$ cat src/design/ebc_pkg.sv
/*
  Shared constants for the external bus configuration block: mode and
  format encodings, pin lane positions, reset values and sync layout.
  Assumes one system clock domain; ports 0..3, the bus clock and the strap pin are sampled by the top level.
*/
package ebc_pkg;
    localparam int SPACES = 4;
    localparam int WAIT_W = 5;
    localparam int ADDR_W = 24;
    localparam int DATA_W = 16;
    localparam int NPORTS = 6;
    localparam logic [1:0] MODE_SINGLE = 2'h0;
    localparam logic [1:0] MODE_EXPAND = 2'h1;
    localparam logic [1:0] MODE_MICRO = 2'h3;
    localparam logic [1:0] FMT_SEP = 2'h0;
    localparam logic [1:0] FMT_MUX_CS1 = 2'h1;
    localparam logic [1:0] FMT_MUX_CS2 = 2'h2;
    localparam logic [1:0] FMT_MUX_ALL = 2'h3;
    localparam logic [1:0] LATCH_NONE = 2'h0;
    localparam logic [1:0] LATCH_ON_CLK = 2'h1;
    localparam logic [1:0] LATCH_ON_HACK = 2'h2;
    localparam logic [1:0] LATCH_ON_PIN = 2'h3;
    // Port lanes
    localparam int PORT_DLO = 0;
    localparam int PORT_DHI = 1;
    localparam int PORT_ALO = 2;
    localparam int PORT_AHI = 3;
    localparam int PORT_ATOP = 4;
    localparam int PORT_CTL = 5;
    // Control port bit positions
    localparam int CTL_READ = 0;
    localparam int CTL_WLO = 1;
    localparam int CTL_WHI = 2;
    localparam int CTL_CLK = 3;
    localparam int CTL_HACK = 4;
    localparam int CTL_HOLD = 5;
    localparam int CTL_LATCH = 6;
    localparam int CTL_READY = 7;
    localparam int STRAP_SPACE = 3;
    localparam logic [3:0] WIDTH_RESET = 4'h0;
    localparam logic [3:0] CS_IDLE = 4'hf;
    localparam logic [WAIT_W-1:0] WAIT_RESET = 5'h00;
    // Strap is taken once the synchroniser has filled after release
    localparam logic [1:0] STRAP_DELAY = 2'h2;
    localparam logic [1:0] STRAP_DONE = 2'h3;
    // Synchroniser layout: ports 0..3 data, then bus clock, then strap
    localparam int SYNC_W = 34;
    localparam int SYNC_CLK = 32;
    localparam int SYNC_STRAP = 33;
    typedef enum logic [1:0] {EBC_IDLE, EBC_ADDR, EBC_STROBE, EBC_DONE} ebc_state_t;
endpackage

$ cat src/design/ebc_sync_if.sv
/*
  Carrier between the top level and its pin synchroniser.
  Assumes the raw side is driven from pins outside the clock domain.
*/
`timescale 1ns/1ps
interface ebc_sync_if #(parameter int W = 1);
    logic [W-1:0] raw;
    logic [W-1:0] synced;
    modport sync_side (input raw, output synced);
    modport user_side (output raw, input synced);
endinterface

$ cat src/design/ebc_sync.sv
/*
  Two-stage synchroniser for pin inputs and the sampled bus clock.
  Assumes raw inputs are asynchronous to i_clk.
*/
`timescale 1ns/1ps
module ebc_sync #(
    parameter int W = 1
) (
    // Clock and reset
    input wire logic i_clk,
    input wire logic i_srst,
    // Pins in, sampled out
    ebc_sync_if.sync_side sif
);
    logic [W-1:0] meta;
    logic [W-1:0] stable;
    logic [W-1:0] next_meta;
    logic [W-1:0] next_stable;

    // First stage feeds only the second stage
    always_comb begin
        next_meta = sif.raw;
        next_stable = meta;
    end

    always_ff @(posedge i_clk) begin
        if (i_srst) begin
            meta <= '0;
            stable <= '0;
        end else begin
            meta <= next_meta;
            stable <= next_stable;
        end
    end

    assign sif.synced = stable;
endmodule

$ cat src/design/ebc_top.sv
/*
  External bus configuration and pin assignment: width and wait settings
  per space, access sequencing on bus clock edges, and the pin multiplexer.
  Assumes configuration inputs come from software-written registers on
  i_clk, and that pins and the bus clock arrive asynchronously.
*/
`timescale 1ns/1ps
module ebc_top (
    // Clock and reset
    input wire logic i_clk,
    input wire logic i_srst,
    // Mode and configuration bits
    input wire logic [1:0] i_proc_mode,
    input wire logic i_bus_format_high,
    input wire logic i_bus_format_low,
    input wire logic i_space_mode_high,
    input wire logic i_space_mode_low,
    input wire logic i_latch_pin_sel_high,
    input wire logic i_latch_pin_sel_low,
    input wire logic i_strobe_style_bit,
    // Width and wait settings
    input wire logic i_width_wr,
    input wire logic [ebc_pkg::SPACES-1:0] i_width_data,
    output logic [ebc_pkg::SPACES-1:0] o_width_select_reg,
    input wire logic i_wait_wr,
    input wire logic [1:0] i_wait_idx,
    input wire logic [ebc_pkg::WAIT_W-1:0] i_wait_data,
    output logic [ebc_pkg::WAIT_W-1:0] o_wait_states,
    // Access request and answer
    input wire logic i_acc_req,
    input wire logic [1:0] i_acc_space,
    input wire logic [ebc_pkg::ADDR_W-1:0] i_acc_addr,
    input wire logic i_acc_write,
    input wire logic [1:0] i_acc_byte_en,
    input wire logic [ebc_pkg::DATA_W-1:0] i_acc_wdata,
    output logic o_acc_ready,
    output logic o_acc_done,
    output logic [ebc_pkg::DATA_W-1:0] o_acc_rdata,
    // Pins
    input wire logic i_reset_width_pin,
    input wire logic i_bus_clk,
    input wire logic [ebc_pkg::NPORTS-1:0][7:0] i_pin_in,
    input wire logic [ebc_pkg::NPORTS-1:0][7:0] i_io_out,
    input wire logic [ebc_pkg::NPORTS-1:0][7:0] i_io_oe,
    output logic [ebc_pkg::NPORTS-1:0][7:0] o_pin_out,
    output logic [ebc_pkg::NPORTS-1:0][7:0] o_pin_oe,
    output logic [ebc_pkg::NPORTS-1:0][7:0] o_pin_is_bus
);
    import ebc_pkg::*;

    function automatic logic is_mux(input logic [1:0] fmt, input logic [1:0] sp);
        is_mux = (fmt == FMT_MUX_ALL) || (fmt == FMT_MUX_CS1 && sp == 2'h1) ||
                 (fmt == FMT_MUX_CS2 && sp == 2'h2);
    endfunction

    // Number of chip-select pins for a space-mode value
    function automatic logic [2:0] cs_count(input logic [1:0] sm);
        unique case (sm)
            2'h0: cs_count = 3'h0;
            2'h1: cs_count = 3'h3;
            2'h2: cs_count = 3'h2;
            2'h3: cs_count = 3'h4;
        endcase
    endfunction

    ebc_sync_if #(.W(SYNC_W)) sif ();

    ebc_sync #(.W(SYNC_W)) u_sync (
        .i_clk(i_clk),
        .i_srst(i_srst),
        .sif(sif)
    );

    assign sif.raw = {i_reset_width_pin, i_bus_clk, i_pin_in[3], i_pin_in[2], i_pin_in[1], i_pin_in[0]};

    logic [1:0] fmt_raw;
    logic [1:0] fmt_eff;
    logic [1:0] space_mode;
    logic [1:0] latch_sel;
    logic bus_mode;
    logic all_mux;
    logic any_wide;
    logic bclk_now;
    logic bclk_prev;
    logic bclk_rise;

    // Decoded configuration
    assign fmt_raw = {i_bus_format_high, i_bus_format_low};
    assign space_mode = {i_space_mode_high, i_space_mode_low};
    assign latch_sel = {i_latch_pin_sel_high, i_latch_pin_sel_low};
    // bus roles only in expansion or microprocessor mode; 10 counts as single
    assign bus_mode = (i_proc_mode == MODE_EXPAND) || (i_proc_mode == MODE_MICRO);
    // all-mux format refused in microprocessor mode, separate used instead
    assign fmt_eff = (!bus_mode || (i_proc_mode == MODE_MICRO && fmt_raw == FMT_MUX_ALL)) ? FMT_SEP : fmt_raw;
    assign all_mux = (fmt_eff == FMT_MUX_ALL);
    assign bclk_now = sif.synced[SYNC_CLK];
    assign bclk_rise = bclk_now && !bclk_prev;

    // Width bits with one-time strap capture for space 3
    logic [SPACES-1:0] width_reg;
    logic [SPACES-1:0] next_width_reg;
    logic [1:0] strap_cnt;
    logic [1:0] next_strap_cnt;
    logic next_bclk_prev;

    // strap taken after the synchroniser has filled; software write wins
    // the pin is read once, so later changes on it are not followed
    always_comb begin
        next_width_reg = width_reg;
        next_strap_cnt = strap_cnt;
        next_bclk_prev = bclk_now;
        if (strap_cnt != STRAP_DONE) begin
            next_strap_cnt = strap_cnt + 2'h1;
        end
        if (strap_cnt == STRAP_DELAY) begin
            next_width_reg[STRAP_SPACE] = !sif.synced[SYNC_STRAP];
        end
        // per-space width bits, one means 16-bit
        if (i_width_wr) begin
            next_width_reg = i_width_data;
        end
    end

    always_ff @(posedge i_clk) begin
        if (i_srst) begin
            width_reg <= WIDTH_RESET;
            strap_cnt <= 2'h0;
            bclk_prev <= 1'b0;
        end else begin
            width_reg <= next_width_reg;
            strap_cnt <= next_strap_cnt;
            bclk_prev <= next_bclk_prev;
        end
    end

    assign any_wide = |width_reg;
    assign o_width_select_reg = width_reg;

    // Wait-state settings, one per space
    logic [SPACES-1:0][WAIT_W-1:0] wait_reg;
    logic [SPACES-1:0][WAIT_W-1:0] next_wait_reg;

    // each space keeps its own wait count
    always_comb begin
        next_wait_reg = wait_reg;
        if (i_wait_wr) begin
            next_wait_reg[i_wait_idx] = i_wait_data;
        end
    end

    always_ff @(posedge i_clk) begin
        if (i_srst) begin
            wait_reg <= {SPACES{WAIT_RESET}};
        end else begin
            wait_reg <= next_wait_reg;
        end
    end

    // Access sequencer, stepped by sampled bus clock rising edges
    ebc_state_t state;
    ebc_state_t next_state;
    logic [1:0] acc_space;
    logic [1:0] next_acc_space;
    logic [ADDR_W-1:0] acc_addr;
    logic [ADDR_W-1:0] next_acc_addr;
    logic acc_write;
    logic next_acc_write;
    logic [1:0] acc_be;
    logic [1:0] next_acc_be;
    logic [DATA_W-1:0] acc_wdata;
    logic [DATA_W-1:0] next_acc_wdata;
    logic [WAIT_W-1:0] wait_cnt;
    logic [WAIT_W-1:0] next_wait_cnt;
    logic [SPACES-1:0] cs_n;
    logic [SPACES-1:0] next_cs_n;
    logic [DATA_W-1:0] rdata;
    logic [DATA_W-1:0] next_rdata;
    logic acc_wide;
    logic cur_mux;
    logic [7:0] rd_lo;
    logic [7:0] rd_hi;

    assign acc_wide = width_reg[acc_space];
    assign cur_mux = is_mux(fmt_eff, acc_space);
    // internal data is 16 bits; narrow reads return zero upper byte
    assign rd_lo = cur_mux ? sif.synced[23:16] : sif.synced[7:0];
    assign rd_hi = !acc_wide ? 8'h00 : (cur_mux ? sif.synced[31:24] : sif.synced[15:8]);

    // Next state and latched access; address and selects hold between accesses
    always_comb begin
        next_state = state;
        next_acc_space = acc_space;
        next_acc_addr = acc_addr;
        next_acc_write = acc_write;
        next_acc_be = acc_be;
        next_acc_wdata = acc_wdata;
        next_wait_cnt = wait_cnt;
        next_cs_n = cs_n;
        next_rdata = rdata;
        unique case (state)
            EBC_IDLE: begin
                if (i_acc_req && bus_mode) begin
                    next_state = EBC_ADDR;
                    next_acc_space = i_acc_space;
                    next_acc_addr = i_acc_addr;
                    next_acc_write = i_acc_write;
                    next_acc_be = i_acc_byte_en;
                    next_acc_wdata = i_acc_wdata;
                    // only the addressed area's select goes low
                    next_cs_n = ~(4'h1 << i_acc_space);
                end
            end
            EBC_ADDR: begin
                if (bclk_rise) begin
                    next_state = EBC_STROBE;
                    next_wait_cnt = wait_reg[acc_space];
                end
            end
            EBC_STROBE: begin
                if (bclk_rise) begin
                    if (wait_cnt == '0) begin
                        next_state = EBC_DONE;
                        if (!acc_write) begin
                            next_rdata = {rd_hi, rd_lo};
                        end
                    end else begin
                        next_wait_cnt = wait_cnt - 1'b1;
                    end
                end
            end
            EBC_DONE: begin
                next_state = EBC_IDLE;
            end
        endcase
    end

    always_ff @(posedge i_clk) begin
        if (i_srst) begin
            state <= EBC_IDLE;
            acc_space <= 2'h0;
            acc_addr <= '0;
            acc_write <= 1'b0;
            acc_be <= 2'h0;
            acc_wdata <= '0;
            wait_cnt <= '0;
            cs_n <= CS_IDLE;
            rdata <= '0;
        end else begin
            state <= next_state;
            acc_space <= next_acc_space;
            acc_addr <= next_acc_addr;
            acc_write <= next_acc_write;
            acc_be <= next_acc_be;
            acc_wdata <= next_acc_wdata;
            wait_cnt <= next_wait_cnt;
            cs_n <= next_cs_n;
            rdata <= next_rdata;
        end
    end

    assign o_acc_ready = (state == EBC_IDLE) && bus_mode;
    assign o_acc_done = (state == EBC_DONE);
    assign o_acc_rdata = rdata;
    assign o_wait_states = wait_reg[acc_space];

    // Pin multiplexer
    logic strobe;
    logic drive_w;
    logic mux_data;
    logic mux_hi;
    logic ale;
    logic split;
    logic [2:0] n_cs;

    assign strobe = (state == EBC_STROBE);
    assign drive_w = strobe && acc_write;
    assign mux_data = cur_mux && strobe;
    // wide multiplexed spaces also share the upper address byte
    assign mux_hi = mux_data && acc_wide;
    assign ale = (state == EBC_ADDR);
    // Narrow accesses fall back to the single write strobe set automatically
    assign split = i_strobe_style_bit && acc_wide;
    assign n_cs = cs_count(space_mode);

    // roles follow mode, format, widths and the access in progress
    always_comb begin
        o_pin_out = i_io_out;
        o_pin_oe = i_io_oe;
        o_pin_is_bus = '0;
        if (bus_mode) begin
            // all-multiplexed leaves ports zero, one and A16-A19 as I/O
            if (!all_mux) begin
                // separate data on port zero, port one only if any space wide
                o_pin_is_bus[PORT_DLO] = 8'hff;
                o_pin_out[PORT_DLO] = acc_wdata[7:0];
                o_pin_oe[PORT_DLO] = {8{drive_w && !cur_mux}};
                if (any_wide) begin
                    o_pin_is_bus[PORT_DHI] = 8'hff;
                    o_pin_out[PORT_DHI] = acc_wdata[15:8];
                    // upper byte left floating on narrow-space accesses
                    o_pin_oe[PORT_DHI] = {8{drive_w && !cur_mux && acc_wide}};
                end
                o_pin_is_bus[PORT_ATOP][3:0] = 4'hf;
                o_pin_out[PORT_ATOP][3:0] = acc_addr[19:16];
                o_pin_oe[PORT_ATOP][3:0] = 4'hf;
            end
            // only multiplexed areas turn port two into data; port three only when the area is also wide
            o_pin_is_bus[PORT_ALO] = 8'hff;
            o_pin_out[PORT_ALO] = mux_data ? acc_wdata[7:0] : acc_addr[7:0];
            o_pin_oe[PORT_ALO] = {8{!mux_data || drive_w}};
            o_pin_is_bus[PORT_AHI] = 8'hff;
            o_pin_out[PORT_AHI] = mux_hi ? acc_wdata[15:8] : acc_addr[15:8];
            o_pin_oe[PORT_AHI] = {8{!mux_hi || drive_w}};
            // top pins carry chip-selects or high address bits
            for (int k = 0; k < 4; k++) begin
                o_pin_is_bus[PORT_ATOP][4+k] = 1'b1;
                o_pin_oe[PORT_ATOP][4+k] = 1'b1;
                if (3'(k) < n_cs) begin
                    o_pin_out[PORT_ATOP][4+k] = cs_n[k];
                end else begin
                    o_pin_out[PORT_ATOP][4+k] = acc_addr[20+k];
                end
            end
            // topmost address pin inverted when used as address
            if (n_cs != 3'h4) begin
                o_pin_out[PORT_ATOP][7] = !acc_addr[23];
            end
            // strobe set chosen by style bit, forced single set when narrow
            o_pin_is_bus[PORT_CTL] = 8'hff;
            o_pin_oe[PORT_CTL] = 8'h1f;
            o_pin_out[PORT_CTL] = 8'hff;
            o_pin_out[PORT_CTL][CTL_READ] = !(strobe && !acc_write);
            o_pin_out[PORT_CTL][CTL_WLO] = split ? !(drive_w && acc_be[0]) : !((state != EBC_IDLE) && acc_be[1]);
            o_pin_out[PORT_CTL][CTL_WHI] = split ? !(drive_w && acc_be[1]) : !drive_w;
            // latch enable placed by the select field
            o_pin_out[PORT_CTL][CTL_CLK] = (latch_sel == LATCH_ON_CLK) ? ale : bclk_now;
            o_pin_out[PORT_CTL][CTL_HACK] = (latch_sel == LATCH_ON_HACK) ? ale : 1'b1;
            if (latch_sel == LATCH_NONE || latch_sel == LATCH_ON_PIN) begin
                o_pin_out[PORT_CTL][CTL_LATCH] = (latch_sel == LATCH_ON_PIN) && ale;
                o_pin_oe[PORT_CTL][CTL_LATCH] = 1'b1;
            end else begin
                o_pin_is_bus[PORT_CTL][CTL_LATCH] = 1'b0;
                o_pin_out[PORT_CTL][CTL_LATCH] = i_io_out[PORT_CTL][CTL_LATCH];
                o_pin_oe[PORT_CTL][CTL_LATCH] = i_io_oe[PORT_CTL][CTL_LATCH];
            end
        end
    end

    // Checks; helper counts bus clock edges spent in the strobe phase
    logic [WAIT_W:0] rise_seen;
    logic [WAIT_W-1:0] wait_seen;
    always_ff @(posedge i_clk) begin
        if (i_srst || state == EBC_IDLE) begin
            rise_seen <= '0;
            wait_seen <= '0;
        end else if (state == EBC_ADDR) begin
            wait_seen <= wait_reg[acc_space];
        end else if (strobe && bclk_rise) begin
            rise_seen <= rise_seen + 1'b1;
        end
    end
endmodule

$ cat config.mk
export PLATFORM = sky130hd
export DESIGN_NAME = ebc_top
export DESIGN_NICKNAME = d
export VERILOG_FILES = /design/src/design/ebc_pkg.sv /design/src/design/ebc_sync_if.sv /design/src/design/ebc_sync.sv /design/src/design/ebc_top.sv
export SDC_FILE = /design/constraint.sdc
export NUM_CORES = 1
export LEC_CHECK = 0
export BUFFER_PORTS_ARGS = -buffer_cell sky130_fd_sc_hd__buf_2
export CORE_AREA = 2 2 152 154
export CTS_CLUSTER_SIZE = 14
export DETAILED_ROUTE_END_ITERATION = 12
export DIE_AREA = 0 0 154 156
export PLACE_DENSITY = 0.69
export SLEW_MARGIN = 20
export SYNTH_ARGS = -nofsm -noshare
export SYNTH_HDL_FRONTEND = slang
export SYNTH_HIERARCHICAL = 1
export SYNTH_SLANG_ARGS = --single-unit
$ cat constraint.sdc
create_clock -name i_clk -period 3.4 [get_ports i_clk]
set_clock_uncertainty 0.1 [all_clocks]
set_input_delay 0.34 -clock i_clk [delete_from_list [all_inputs] [get_ports i_clk]]
set_output_delay 0.34 -clock i_clk [all_outputs]
set_load 0.03 [all_outputs]
Word level (Yosys, flattened, before mapping)
Index checks and enable logic that the tools add are counted.

Input bits: 216. Output and inout port bits: 171. Word-level logic and storage cells: 155. Flip-flop bits (word level): 167.

Eq/ne operators: 25. Add/subtract/negate cells: 2. Shifts and indexed selects: 1. Magnitude comparators: 7. Multiplexer cells: 49. Bitwise gates (word level): 2. Reduce and logical (&&, ||, !) cells: 50.

Operator list (number): $mux W48 (3); $mux W8 (8); $mux W16 (3); $mux W5 (5); $eq A2 B2 Y1 const B (12); $bwmux W20 (1); $logic_and A1 B1 Y1 (18); $mux W4 (4); $mux W1 (14); $logic_not A1 Y1 (13); $eq A2 B1 Y1 const B (6); $pmux W3 S4 (1); $reduce_and A4 Y1 (3); $bmux W5 S2 (1); $demux W5 S2 (1); $mux W2 (5); $ne A2 B2 Y1 const B (5); $pmux W5 S2 (1); $pmux W2 S4 (1); $logic_or A1 B1 Y1 (7); $logic_not A2 Y1 (3); $lt A1 B3 Y1 const A (2); $lt A2 B3 Y1 const A (2); $lt A2 B3 Y1 const B (2); 13 further kinds (15).

Longest topological paths before layout
Gate-level depths: netlist of run 1.

Depth after elaboration: 15. Gate-level depth with buffers: 8. Depth with buffers taken out: 7.

Hierarchy
Netlist of run 1, hierarchy kept.

By module, submodules not included: ebc_top (area each 5734.2 sq um, times used 1, seq. area each 1981.9 sq um, cells an instance 731); ebc_sync (area each 1836.8 sq um, times used 1, seq. area each 1361.3 sq um, cells an instance 143).

Worst setup path after synthesis of run 1
No wires, ideal clock.

Path kind: register -> output. Start: register acc_space[1]. End: output port o_pin_out[24] in the netlist's numbering. Data arrival time: 2.082 ns. Setup slack: 0.878 ns. Required time: 2.960 ns. Path buffers: 2. Cell stages (with the launch flop): 8. Cell sequence: dfxtp_1 buf_4 and4bb_2 o311ai_0 buf_2 nor2_2 mux2i_1 a21oi_1.

RTL lines: start: declaration (line ebc_top.sv:162) `logic [1:0] acc_space;`; start signal: assignment (line ebc_top.sv:250) `acc_space <= next_acc_space;`; end: declaration (line ebc_top.sv:45) `output logic [ebc_pkg::NPORTS-1:0][7:0] o_pin_out,`.

==> out/qor.csv, run 1 <==
stage,metric,value,unit
outcome,status,finished clean,
sta,Final Max Slew Viols,0,
synthesis,"Top FF cell, synth",dfxtp_1,
power_and_ir_drop,Cell Int Power,0.00353,W
synthesis,Synth Area in Adders,1.82,%
synthesis,Ys Warns,6,
sta,Max Clk Rate,317,MHz
power_and_ir_drop,Logic pwr share,23.9,%
detailed_routing,# DRC,0,
cts,Hold Buf Count CTS,0,
cts,Skew-Pair Late Insertion Delay,0.42,ns
sta,Tmin final,3.15,ns
synthesis,synthesized net count,1101,
run,max-cap violations,0,
global_route,initial antenna violation count,3,
floorplan,die height,156,µm
global_route,vias in the first global route,6352,
critical_path,Crit path arrival time,2.71,ns
sta,RSZ-0062 raised after global routing,false,
detailed_routing,First-pass DRT Iterations,5,
power_and_ir_drop,share of power burned in registers,40.2,%
place,post-DP HPWL,18400,µm
place,worst slack at placement,0.506,ns
synthesis,post-synthesis sequential area ratio,44.2,%
detailed_routing,drt initial violations,443,
detailed_routing,via density per instance,4.71,
finish,P&R area growth vs syn,31.5,%
place,IO Port Bufs,370,
floorplan,Die W,154,µm
critical_path,CP Launch Type,register,
cts,Clock Pin Slew Worst Setup and Hold Paths,0.08,ns
global_route,GRT met3 Usage,4.00,%
sta,Slew @ Worst Pin,1.04,ns
synthesis,post-synthesis mux area share,11.3,%
critical_path,worst-path maximum fanout,9,
cts,Clock Tree Root,clkbuf_16,
cts,CTS tree,done,
global_route,grt met2 use,30.1,%
synthesis,synthesized cell area,0.00757,mm²
cts,CTS H-tree lvls,4,
power_and_ir_drop,switching share of power,34.4,%
global_route,largest net degree at the start of global routing,76,
synthesis,"Distinct cells, synth",52,
floorplan,Core ar.,0.0224,mm²
detailed_routing,wire per inst,16.0,µm
power_and_ir_drop,Pwr Density,541,mW/mm²
power_and_ir_drop,Max IR drop VDD,290,µV
cts,Bufs on Longest Clock Path,2,
synthesis,Post-Synth XOR/XNOR Area,0.116,%
floorplan,Site Rows,55,
power_and_ir_drop,P_sw,0.00186,W
cts,Clock Sink Count,167,
worst_hold_path,Hold Crit Class,in -> reg,
sta,Setup WS post-layout,0.248,ns
sta,Finish-stage setup viols,0,
detailed_routing,via count,6966,
power_and_ir_drop,total power,0.00539,W
global_route,first-pass GRT wire length,35100,µm
place,gpl congestion,0.877,
floorplan,io pins,387,
cts,Post-CTS Setup Inserts,0,
synthesis,share of flip-flops with an asynchronous set or reset,0,%
sta,Worst slew margin,30.6,%
detailed_routing,Routed Antenna Nets,0,
sta,final hold vios,0,
global_route,met1 Track Usage GR,25.0,%
critical_path,WS Path Type,reg -> out,
synthesis,"EDFF count, synth",0,
global_route,GRT overflow,0,
cts,Num CTS Buffers,17,
floorplan,starting density of the core,33.9,%
detailed_routing,routed wire length,23700,µm
global_route,All-Layer GR Usage,18.8,%
place,dpl cells,1446,
synthesis,Simple-Gate Fraction of Synth Area,22.4,%
power_and_ir_drop,clock share of power,35.9,%
power_and_ir_drop,Leak Pwr,4.84,nW
critical_path,"Data required, critical path",2.96,ns
synthesis,largest family of logic cells by synthesized area,simple AND/OR/NAND/NOR gates,
finish,share of cells above drive strength 1,38.8,%
synthesis,syn_area_per_cell,8.66,µm²
synthesis,synthesis-stage register bit count,167,
critical_path,Crit. End Element,output port,
global_route,global routing's busiest layer,met2,
sta,Final period util,92.7,%
finish,fin cells,1480,
finish,Finished Core Util,44.5,%
floorplan,die area,0.0240,mm²
synthesis,Cells after Synth,874,
finish,nets,1407,
sta,Fin Setup TNS,0,ns
cts,count of cells resized by post-cts repair,0,
synthesis,Synth Area in Compound Gates,11.4,%
[logic make-up (layout without fill, tap and decap cells)]
logic type,count (synthesis),in the layout
simple gates,359,359
xor+xnor,1,1
other cells,0,2
buf+inv,119,438
mux,77,77
flops,167,167
compound gates,140,140
fa+ha+maj,11,11
[worst max-delay path, cell delays in order (launching register included)]
cell and delay, ns:
dfxtp_1 0.61, and4bb_2 0.32, o311ai_2 0.37, buf_4 0.29
mux2i_1 0.38, a21oi_1 0.12, buf_2 0.21
[power by group through the flow]
stage | clock network, W | logic (W) | registers, W
floorplan | 0 | 0.000893 | 0.00219
global placement | 0 | 0.00127 | 0.00221
detailed placement | 0 | 0.00129 | 0.00221
CTS | 0.00198 | 0.00129 | 0.00217
global route | 0.00206 | 0.00140 | 0.00219
finish | 0.00193 | 0.00129 | 0.00217
[synthesized netlist by cell type (4+ instances only)]
| cell | count | area [µm²] |
|---|---|---|
| ha_1 | 11 | 138 |
| mux2i_1 | 54 | 541 |
| mux2_2 | 18 | 203 |
| nor2_1 | 100 | 375 |
| nor2b_1 | 73 | 457 |
| nor3_1 | 4 | 20.0 |
| o21ai_0 | 17 | 85.1 |
| dfxtp_1 | 167 | 3340 |
| buf_4 | 50 | 375 |
| inv_1 | 21 | 78.8 |
| a22oi_1 | 10 | 75.1 |
| nand3_1 | 7 | 35.0 |
| a21oi_1 | 71 | 355 |
| a21o_1 | 16 | 120 |
| buf_2 | 6 | 30.0 |
| nand2b_1 | 9 | 56.3 |
| or2_2 | 13 | 81.3 |
| nand2_1 | 136 | 510 |
| mux4_2 | 5 | 113 |
| a211oi_1 | 10 | 75.1 |
| clkbuf_1 | 35 | 131 |
[placed cells by master (no fill, tap or decap), types with 6 or more instances in the layout]
cell,n
buf_4,15
mux2_2,18
nor2_1,99
nand3_1,6
a21oi_1,71
inv_1,21
ha_1,11
a211oi_1,10
buf_2,368
nand2b_1,9
dfxtp_1,167
nor2b_1,73
mux2i_1,54
a22oi_1,10
a21o_1,16
or2_2,13
o21ai_0,17
clkbuf_16,17
nand2_1,136
[per-layer routing]
| layer | vias up | share of wire, % |
|---|---|---|
| met5 | - | 0.055 |
| met4 | 2 | 2.4 |
| met3 | 31 | 6.6 |
| met2 | 272 | 47 |
| met1 | 3200 | 44 |
| li1 | 3461 | - |
[area by class of cell]
class	count	area, µm²
inverters	22	82.6
diodes	2	5.00
well taps	285	357
fillers	2253	12400
flip-flops and latches	167	3340
clock buffers	17	425
multi-input cells	588	3590
repair buffers	384	1970
clock inverters	15	175
[worst paths after layout]
path / startpoint / to / slack [ns] / cells after the start
hold / removal: i_pin_in[27] / u_sync/meta[27] / 0.02 / 2
setup / recovery: acc_space[1] / o_pin_out[17] / 0.25 / 6
hold reg to reg: u_sync/meta[11] / u_sync/sif.synced[11] / 0.33 / 1
setup reg to reg: state[0] / o_acc_rdata[14] / 0.81 / 7
[per-stage QoR]
stage / cell area, µm² / hold WS (ns)
floorplan: 7570 / 0.314
global placement: 9350 / 0.320
detailed placement: 9350 / 0.320
CTS: 9950 / 0.00466
global route: 9950 / 0.0111
finish: 9960 / 0.0229
No activity file was read; power rests on OpenSTA's default activity.
==> run 2, diff against run 1 <==
Settings changed: REMOVE_ABC_BUFFERS set to 1.
==> run 2 against run 1 <==
  * Sequential cell count unchanged
  * Register-to-register slack better by 0.17 ns
  * Critical path type unchanged
  * Cell count about the same
  * Largest power group unchanged
==> out/qor.csv, run 2 (synthesized netlist as in run 1, its figures left out) <==
stage,metric,value,unit,change
outcome,status,finished clean,,
global_route,initial antenna violation count,2,,-1
sta,final hold vios,0,,unchanged
sta,Worst slew margin,27.0,%,-3.6 points
critical_path,"Data required, critical path",2.96,ns,about the same
detailed_routing,drt initial violations,321,,-28%
finish,register area,0.00334,mm²,unchanged
sta,Finish-stage setup viols,0,,unchanged
cts,CTS tree,done,,
cts,CTS H-tree lvls,4,,unchanged
cts,Clock Tree Root,clkbuf_16,,
floorplan,die area,0.0240,mm²,unchanged
cts,Post-CTS Setup Inserts,0,,unchanged
place,IO Port Bufs,370,,unchanged
cts,Hold Buf Count CTS,0,,unchanged
sta,Final period util,95.3,%,+2.7 points
global_route,first-pass GRT wire length,34900,µm,-0.67%
floorplan,Core ar.,0.0224,mm²,unchanged
worst_hold_path,Hold Crit Class,in -> reg,,
sta,Tmin final,3.24,ns,+0.0901 ns
critical_path,CP Launch Type,register,,
critical_path,Crit path arrival time,2.80,ns,+0.09 ns
detailed_routing,via count,6875,,-1.3%
detailed_routing,routed wire length,24000,µm,+1.0%
floorplan,Site Rows,55,,unchanged
cts,count of cells resized by post-cts repair,0,,unchanged
finish,Fillers,2226,,-1.2%
detailed_routing,Routed Antenna Nets,0,,unchanged
cts,Skew-Pair Late Insertion Delay,0.42,ns,about the same
global_route,largest net degree at the start of global routing,108,,+42%
floorplan,starting density of the core,33.9,%,unchanged
power_and_ir_drop,total power,0.00533,W,-1.0%
run,max-cap violations,0,,unchanged
critical_path,Worst Path Buf+Inv,2,,unchanged
detailed_routing,via density per instance,4.65,,-1.2%
cts,Bufs on Longest Clock Path,2,,unchanged
critical_path,crit-path max cell delay,0.49,ns,-0.12 ns
sta,Max Clk Rate,308,MHz,-2.8%
sta,Slew @ Worst Pin,1.10,ns,+0.0565 ns
detailed_routing,First-pass DRT Iterations,5,,unchanged
cts,Clock Sink Count,167,,unchanged
cts,Clock Pin Slew Worst Setup and Hold Paths,0.07,ns,about the same
detailed_routing,# DRC,0,,unchanged
sta,Fin Setup TNS,0,ns,unchanged
floorplan,Die W,154,µm,unchanged
detailed_routing,wire per inst,16.2,µm,+1.1%
global_route,All-Layer GR Usage,18.9,%,+0.13 points
sta,Final Max Slew Viols,0,,unchanged
finish,"commonest non-fill, non-tap cell in the layout",buf_2,,
power_and_ir_drop,Max IR drop VDD,301,µV,+4.0%
finish,share of cells above drive strength 1,38.7,%,-0.14 points
critical_path,r2r setup slk,0.98,ns,+0.17 ns
cts,Num CTS Buffers,17,,unchanged
place,post-DP HPWL,18300,µm,-1.0%
floorplan,io pins,387,,unchanged
place,gpl congestion,0.849,,-3.2%
power_and_ir_drop,Leak Pwr,4.82,nW,-0.36%
critical_path,worst-path maximum fanout,13,,+4
power_and_ir_drop,Pwr Density,537,mW/mm²,-0.74%
finish,Multi-input gate area,0.00359,mm²,unchanged
sta,RSZ-0062 raised after global routing,false,,
critical_path,crit-path cells,inv_1 > ha_1 > nand2_1 > nor3b_4 > and2b_1 > a21o_1 > buf_2,,
global_route,GRT overflow,0,,unchanged
critical_path,Worst path slowest cell,nor3b_4,,
global_route,vias in the first global route,6291,,-0.96%
finish,most frequent cells in the layout,"buf_2 (368), dfxtp_1 (167), nand2_1 (136), nor2_1 (99), nor2b_1 (73)",,
critical_path,CP top delay family,simple AND/OR/NAND/NOR gates,,
critical_path,WS Path Type,reg -> out,,
floorplan,die height,156,µm,unchanged
finish,P&R area growth vs syn,31.1,%,
critical_path,Crit. End Element,output port,,
finish,nets,1406,,-0.071%
run 2: cell types whose count changed in the layout (fill, tap and decap cells not counted), sizes merged:
| cell | before | now |
|---|---|---|
| inv | 30 | 27 |
| clkbuf | 17 | 19 |
| clkinv | 7 | 5 |
| clkinvlp | 0 | 2 |
| buf | 384 | 383 |
| bufinv | 0 | 1 |
run 2: final timing paths:
path / depth (start not counted) / to / startpoint
setup / recovery: 7 / o_pin_oe[10] / state[0]
hold reg to reg: 1 / u_sync/sif.synced[22] / u_sync/meta[22]
hold / removal: 2 / u_sync/meta[17] / i_pin_in[17]
setup reg to reg: 6 / o_acc_rdata[7] / wait_cnt[0]
run 2: power by group:
part | switching, W | internal [W]
clock | 0.000846 | 0.00105
combinational | 0.000841 | 0.000437
sequential | 0.0000721 | 0.00208
run 2: per-stage QoR:
step / hold slack, ns / util [%] / cells / area (µm²) / setup WS [ns]
after floorplan: 0.309 / - / 777 / 6990 / -3.02
after global placement: 0.318 / 41.7 / 1444 / 9340 / 0.728
after detailed placement: 0.321 / 41.7 / 1444 / 9340 / 0.631
after CTS: 0.00692 / 44.3 / 1476 / 9920 / 0.168
after global routing: 0.00928 / 44.4 / 1478 / 9930 / 0.00831
final: 0.0244 / 44.4 / 1479 / 9930 / 0.158
run 2: metal layers:
metal / vias to the layer above / track usage (%) / part of all wire (%)
li1: 3446 / - / -
met1: 3100 / 22.9 / 42
met2: 284 / 31.5 / 47
met3: 45 / 4.97 / 7.0
met4: 0 / 8.81 / 4.2
met5: - / 0 / 0
run 2: worst reg2reg max path, stage by stage, from the launching register on:
cell and delay, ns:
dfxtp_1 0.35, inv_1 0.09, ha_1 0.15, or4b_2 0.68, nor3_4 0.59, nor2_1 0.14
a211oi_1 0.23
run 2: area by class of cell:
type / instances / share of cell area [%]
inverter: 22 / 0.832
clock inverter: 13 / 1.37
clock buffer: 19 / 4.46
antenna: 2 / 0.0504
timing repair buffer: 383 / 19.8
tap: 285 / 3.59
multi-input combinational: 588 / 36.2
sequential: 167 / 33.7
==> run 3, diff against run 2 <==
--- a/config.mk
+++ b/config.mk
@@ -19 +19,2 @@
 export SYNTH_SLANG_ARGS = --single-unit
+export TNS_END_PERCENT = 5
==> constraint.sdc (replaced) <==
create_clock -name i_clk -period 3.4 [get_ports i_clk]
set_clock_uncertainty 0.1 [all_clocks]
set_input_delay 0.51 -clock i_clk [delete_from_list [all_inputs] [get_ports i_clk]]
set_output_delay 0.51 -clock i_clk [all_outputs]
set_load 0.03 [all_outputs]
==> run 3 against run 2 <==
  * Routed wire length up 1.2%
  * Final area up 1.1%
  * Sequential cell count unchanged
  * Combinational power about the same
  * Sequential power barely moved
==> out/qor.csv, run 3 (synthesized netlist as in run 1, its figures left out) <==
stage,metric,value,unit,change
critical_path,Crit path arrival time,2.56,ns,-0.24 ns
sta,RSZ-0062 raised after global routing,false,,
finish,nets,1409,,+0.21%
outcome,status,finished clean,,
critical_path,"Data required, critical path",2.79,ns,-0.17 ns
sta,Worst slew margin,30.3,%,+3.3 points
floorplan,io pins,387,,unchanged
global_route,first-pass GRT wire length,35500,µm,+1.8%
cts,Clock Sink Count,167,,unchanged
cts,Num CTS Buffers,17,,unchanged
finish,most frequent cells in the layout,"buf_2 (368), dfxtp_1 (167), nand2_1 (136), nor2_1 (99), nor2b_1 (73)",,
sta,Setup WS post-layout,0.225,ns,+0.0670 ns
finish,register area,0.00334,mm²,unchanged
power_and_ir_drop,total power,0.00549,W,+3.0%
floorplan,Die W,154,µm,unchanged
sta,final hold vios,0,,unchanged
detailed_routing,metal3 WL,1530,µm,-8.5%
sta,Slew @ Worst Pin,1.04,ns,-0.0512 ns
power_and_ir_drop,Leak Pwr,4.87,nW,+0.91%
detailed_routing,First-pass DRT Iterations,4,,-1
sta,Max Clk Rate,315,MHz,+2.1%
place,dpl cells,1447,,+0.21%
floorplan,Site Rows,55,,unchanged
global_route,GRT overflow,0,,unchanged
place,post-DP HPWL,18600,µm,+2.0%
detailed_routing,Highest Signal Layer,met4,,
detailed_routing,WL met1,10500,µm,+4.1%
global_route,initial antenna violation count,4,,+2
finish,share of cells above drive strength 1,39.0,%,+0.32 points
cts,Clock Pin Slew Worst Setup and Hold Paths,0.07,ns,about the same
finish,"commonest non-fill, non-tap cell in the layout",buf_2,,
finish,Final Instance Area,0.0100,mm²,+1.1%
power_and_ir_drop,Max IR drop VDD,313,µV,+3.9%
detailed_routing,# DRC,0,,unchanged
cts,Clock Tree Root,clkbuf_16,,
floorplan,starting density of the core,33.9,%,unchanged
detailed_routing,via density per instance,4.65,,about the same
cts,CTS H-tree lvls,4,,unchanged
floorplan,die height,156,µm,unchanged
place,worst slack at placement,0.522,ns,-0.109 ns
place,DP Area,0.00938,mm²,+0.51%
critical_path,worst-path maximum fanout,9,,-4
detailed_routing,Routed Antenna Nets,0,,unchanged
floorplan,die area,0.0240,mm²,unchanged
detailed_routing,met2 wire length,11700,µm,+3.9%
global_route,vias in the first global route,6247,,-0.70%
critical_path,Crit. End Element,output port,,
cts,Skew-Pair Late Insertion Delay,0.42,ns,about the same
global_route,largest net degree at the start of global routing,74,,-31%
sta,Finish-stage setup viols,0,,unchanged
place,IO Port Bufs,370,,unchanged
place,gpl congestion,0.823,,-3.0%
floorplan,Core ar.,0.0224,mm²,unchanged
power_and_ir_drop,Pwr Density,547,mW/mm²,+1.9%
worst_hold_path,Hold Crit Class,in -> reg,,
finish,fin cells,1483,,+0.27%
finish,Finished Core Util,44.9,%,+0.47 points
sta,Tmin final,3.17,ns,-0.0670 ns
cts,Bufs on Longest Clock Path,2,,unchanged
sta,Final Max Slew Viols,0,,unchanged
detailed_routing,wire per inst,16.4,µm,+0.97%
critical_path,CP Launch Type,register,,
detailed_routing,routed wire length,24300,µm,+1.2%
finish,Fillers,2207,,-0.85%
run,max-cap violations,0,,unchanged
finish,P&R area growth vs syn,32.5,%,
detailed_routing,drt initial violations,344,,+7.2%
sta,Final period util,93.4,%,-2.0 points
global_route,All-Layer GR Usage,19.2,%,+0.31 points
finish,Multi-input gate area,0.00360,mm²,+0.14%
cts,Post-CTS Setup Inserts,0,,unchanged
cts,CTS tree,done,,
detailed_routing,via count,6897,,+0.32%
critical_path,WS Path Type,reg -> out,,
-- run 3: cell count changes in the layout (fill, tap and decap cells not counted), sizes merged --
cell,delta
diode,+1
clkbuf,-1
clkinv,+1
bufinv,+2
buf,+3
inv,-2
-- run 3: final timing paths --
check | start | endpoint | slack, ns | cells after the start
worst min-delay path | i_pin_in[9] | u_sync/meta[9] | 0.19 | 2
worst max-delay path | acc_space[1] | o_pin_oe[14] | 0.23 | 6
worst min register to register | u_sync/meta[19] | u_sync/sif.synced[19] | 0.33 | 1
worst max register to register | wait_cnt[0] | o_acc_rdata[3] | 0.99 | 6
-- run 3: critical path: stages, from the launching register on --
cell and delay, ns:
dfxtp_1 0.61, and4bb_2 0.32, o31ai_4 0.21, nor3b_4 0.25, and2b_1 0.41, a21o_1 0.15
buf_2 0.20
-- run 3: timing repair --
item                                    in CTS  in global routing
gates resized for setup                      0                  2
endpoints found under the hold margin        0                  0
endpoints found under the setup margin       0                 10
hold buffers                                 0                  0
-- run 3: cell type report --
type / instances / share of cell area [%]
inverters: 22 / 0.823
repair buffers: 386 / 20.1
clock buffers: 18 / 4.38
diodes: 3 / 0.0748
clock inverters: 14 / 1.90
well taps: 285 / 3.55
multi-input cells: 588 / 35.9
flip-flops and latches: 167 / 33.3
-- run 3: metrics by stage --
stage	TNS (ns)	hold WS, ns
after detailed placement	0	0.321
after global routing	0	0.170
after global placement	0	0.318
final	0	0.195
after CTS	0	0.172
after floorplan	-96.56	0.314
-- run 3: power by group --
group | internal, W | switching (W)
registers | 0.00208 | 0.0000750
logic | 0.000448 | 0.000842
clock network | 0.00120 | 0.000844
-- run 3: routing by layer --
metal	GRT usage, %	up-vias
met5	0	-
met4	6.85	0
met3	4.22	31
met2	32.4	260
met1	24.3	3154
li1	-	3452
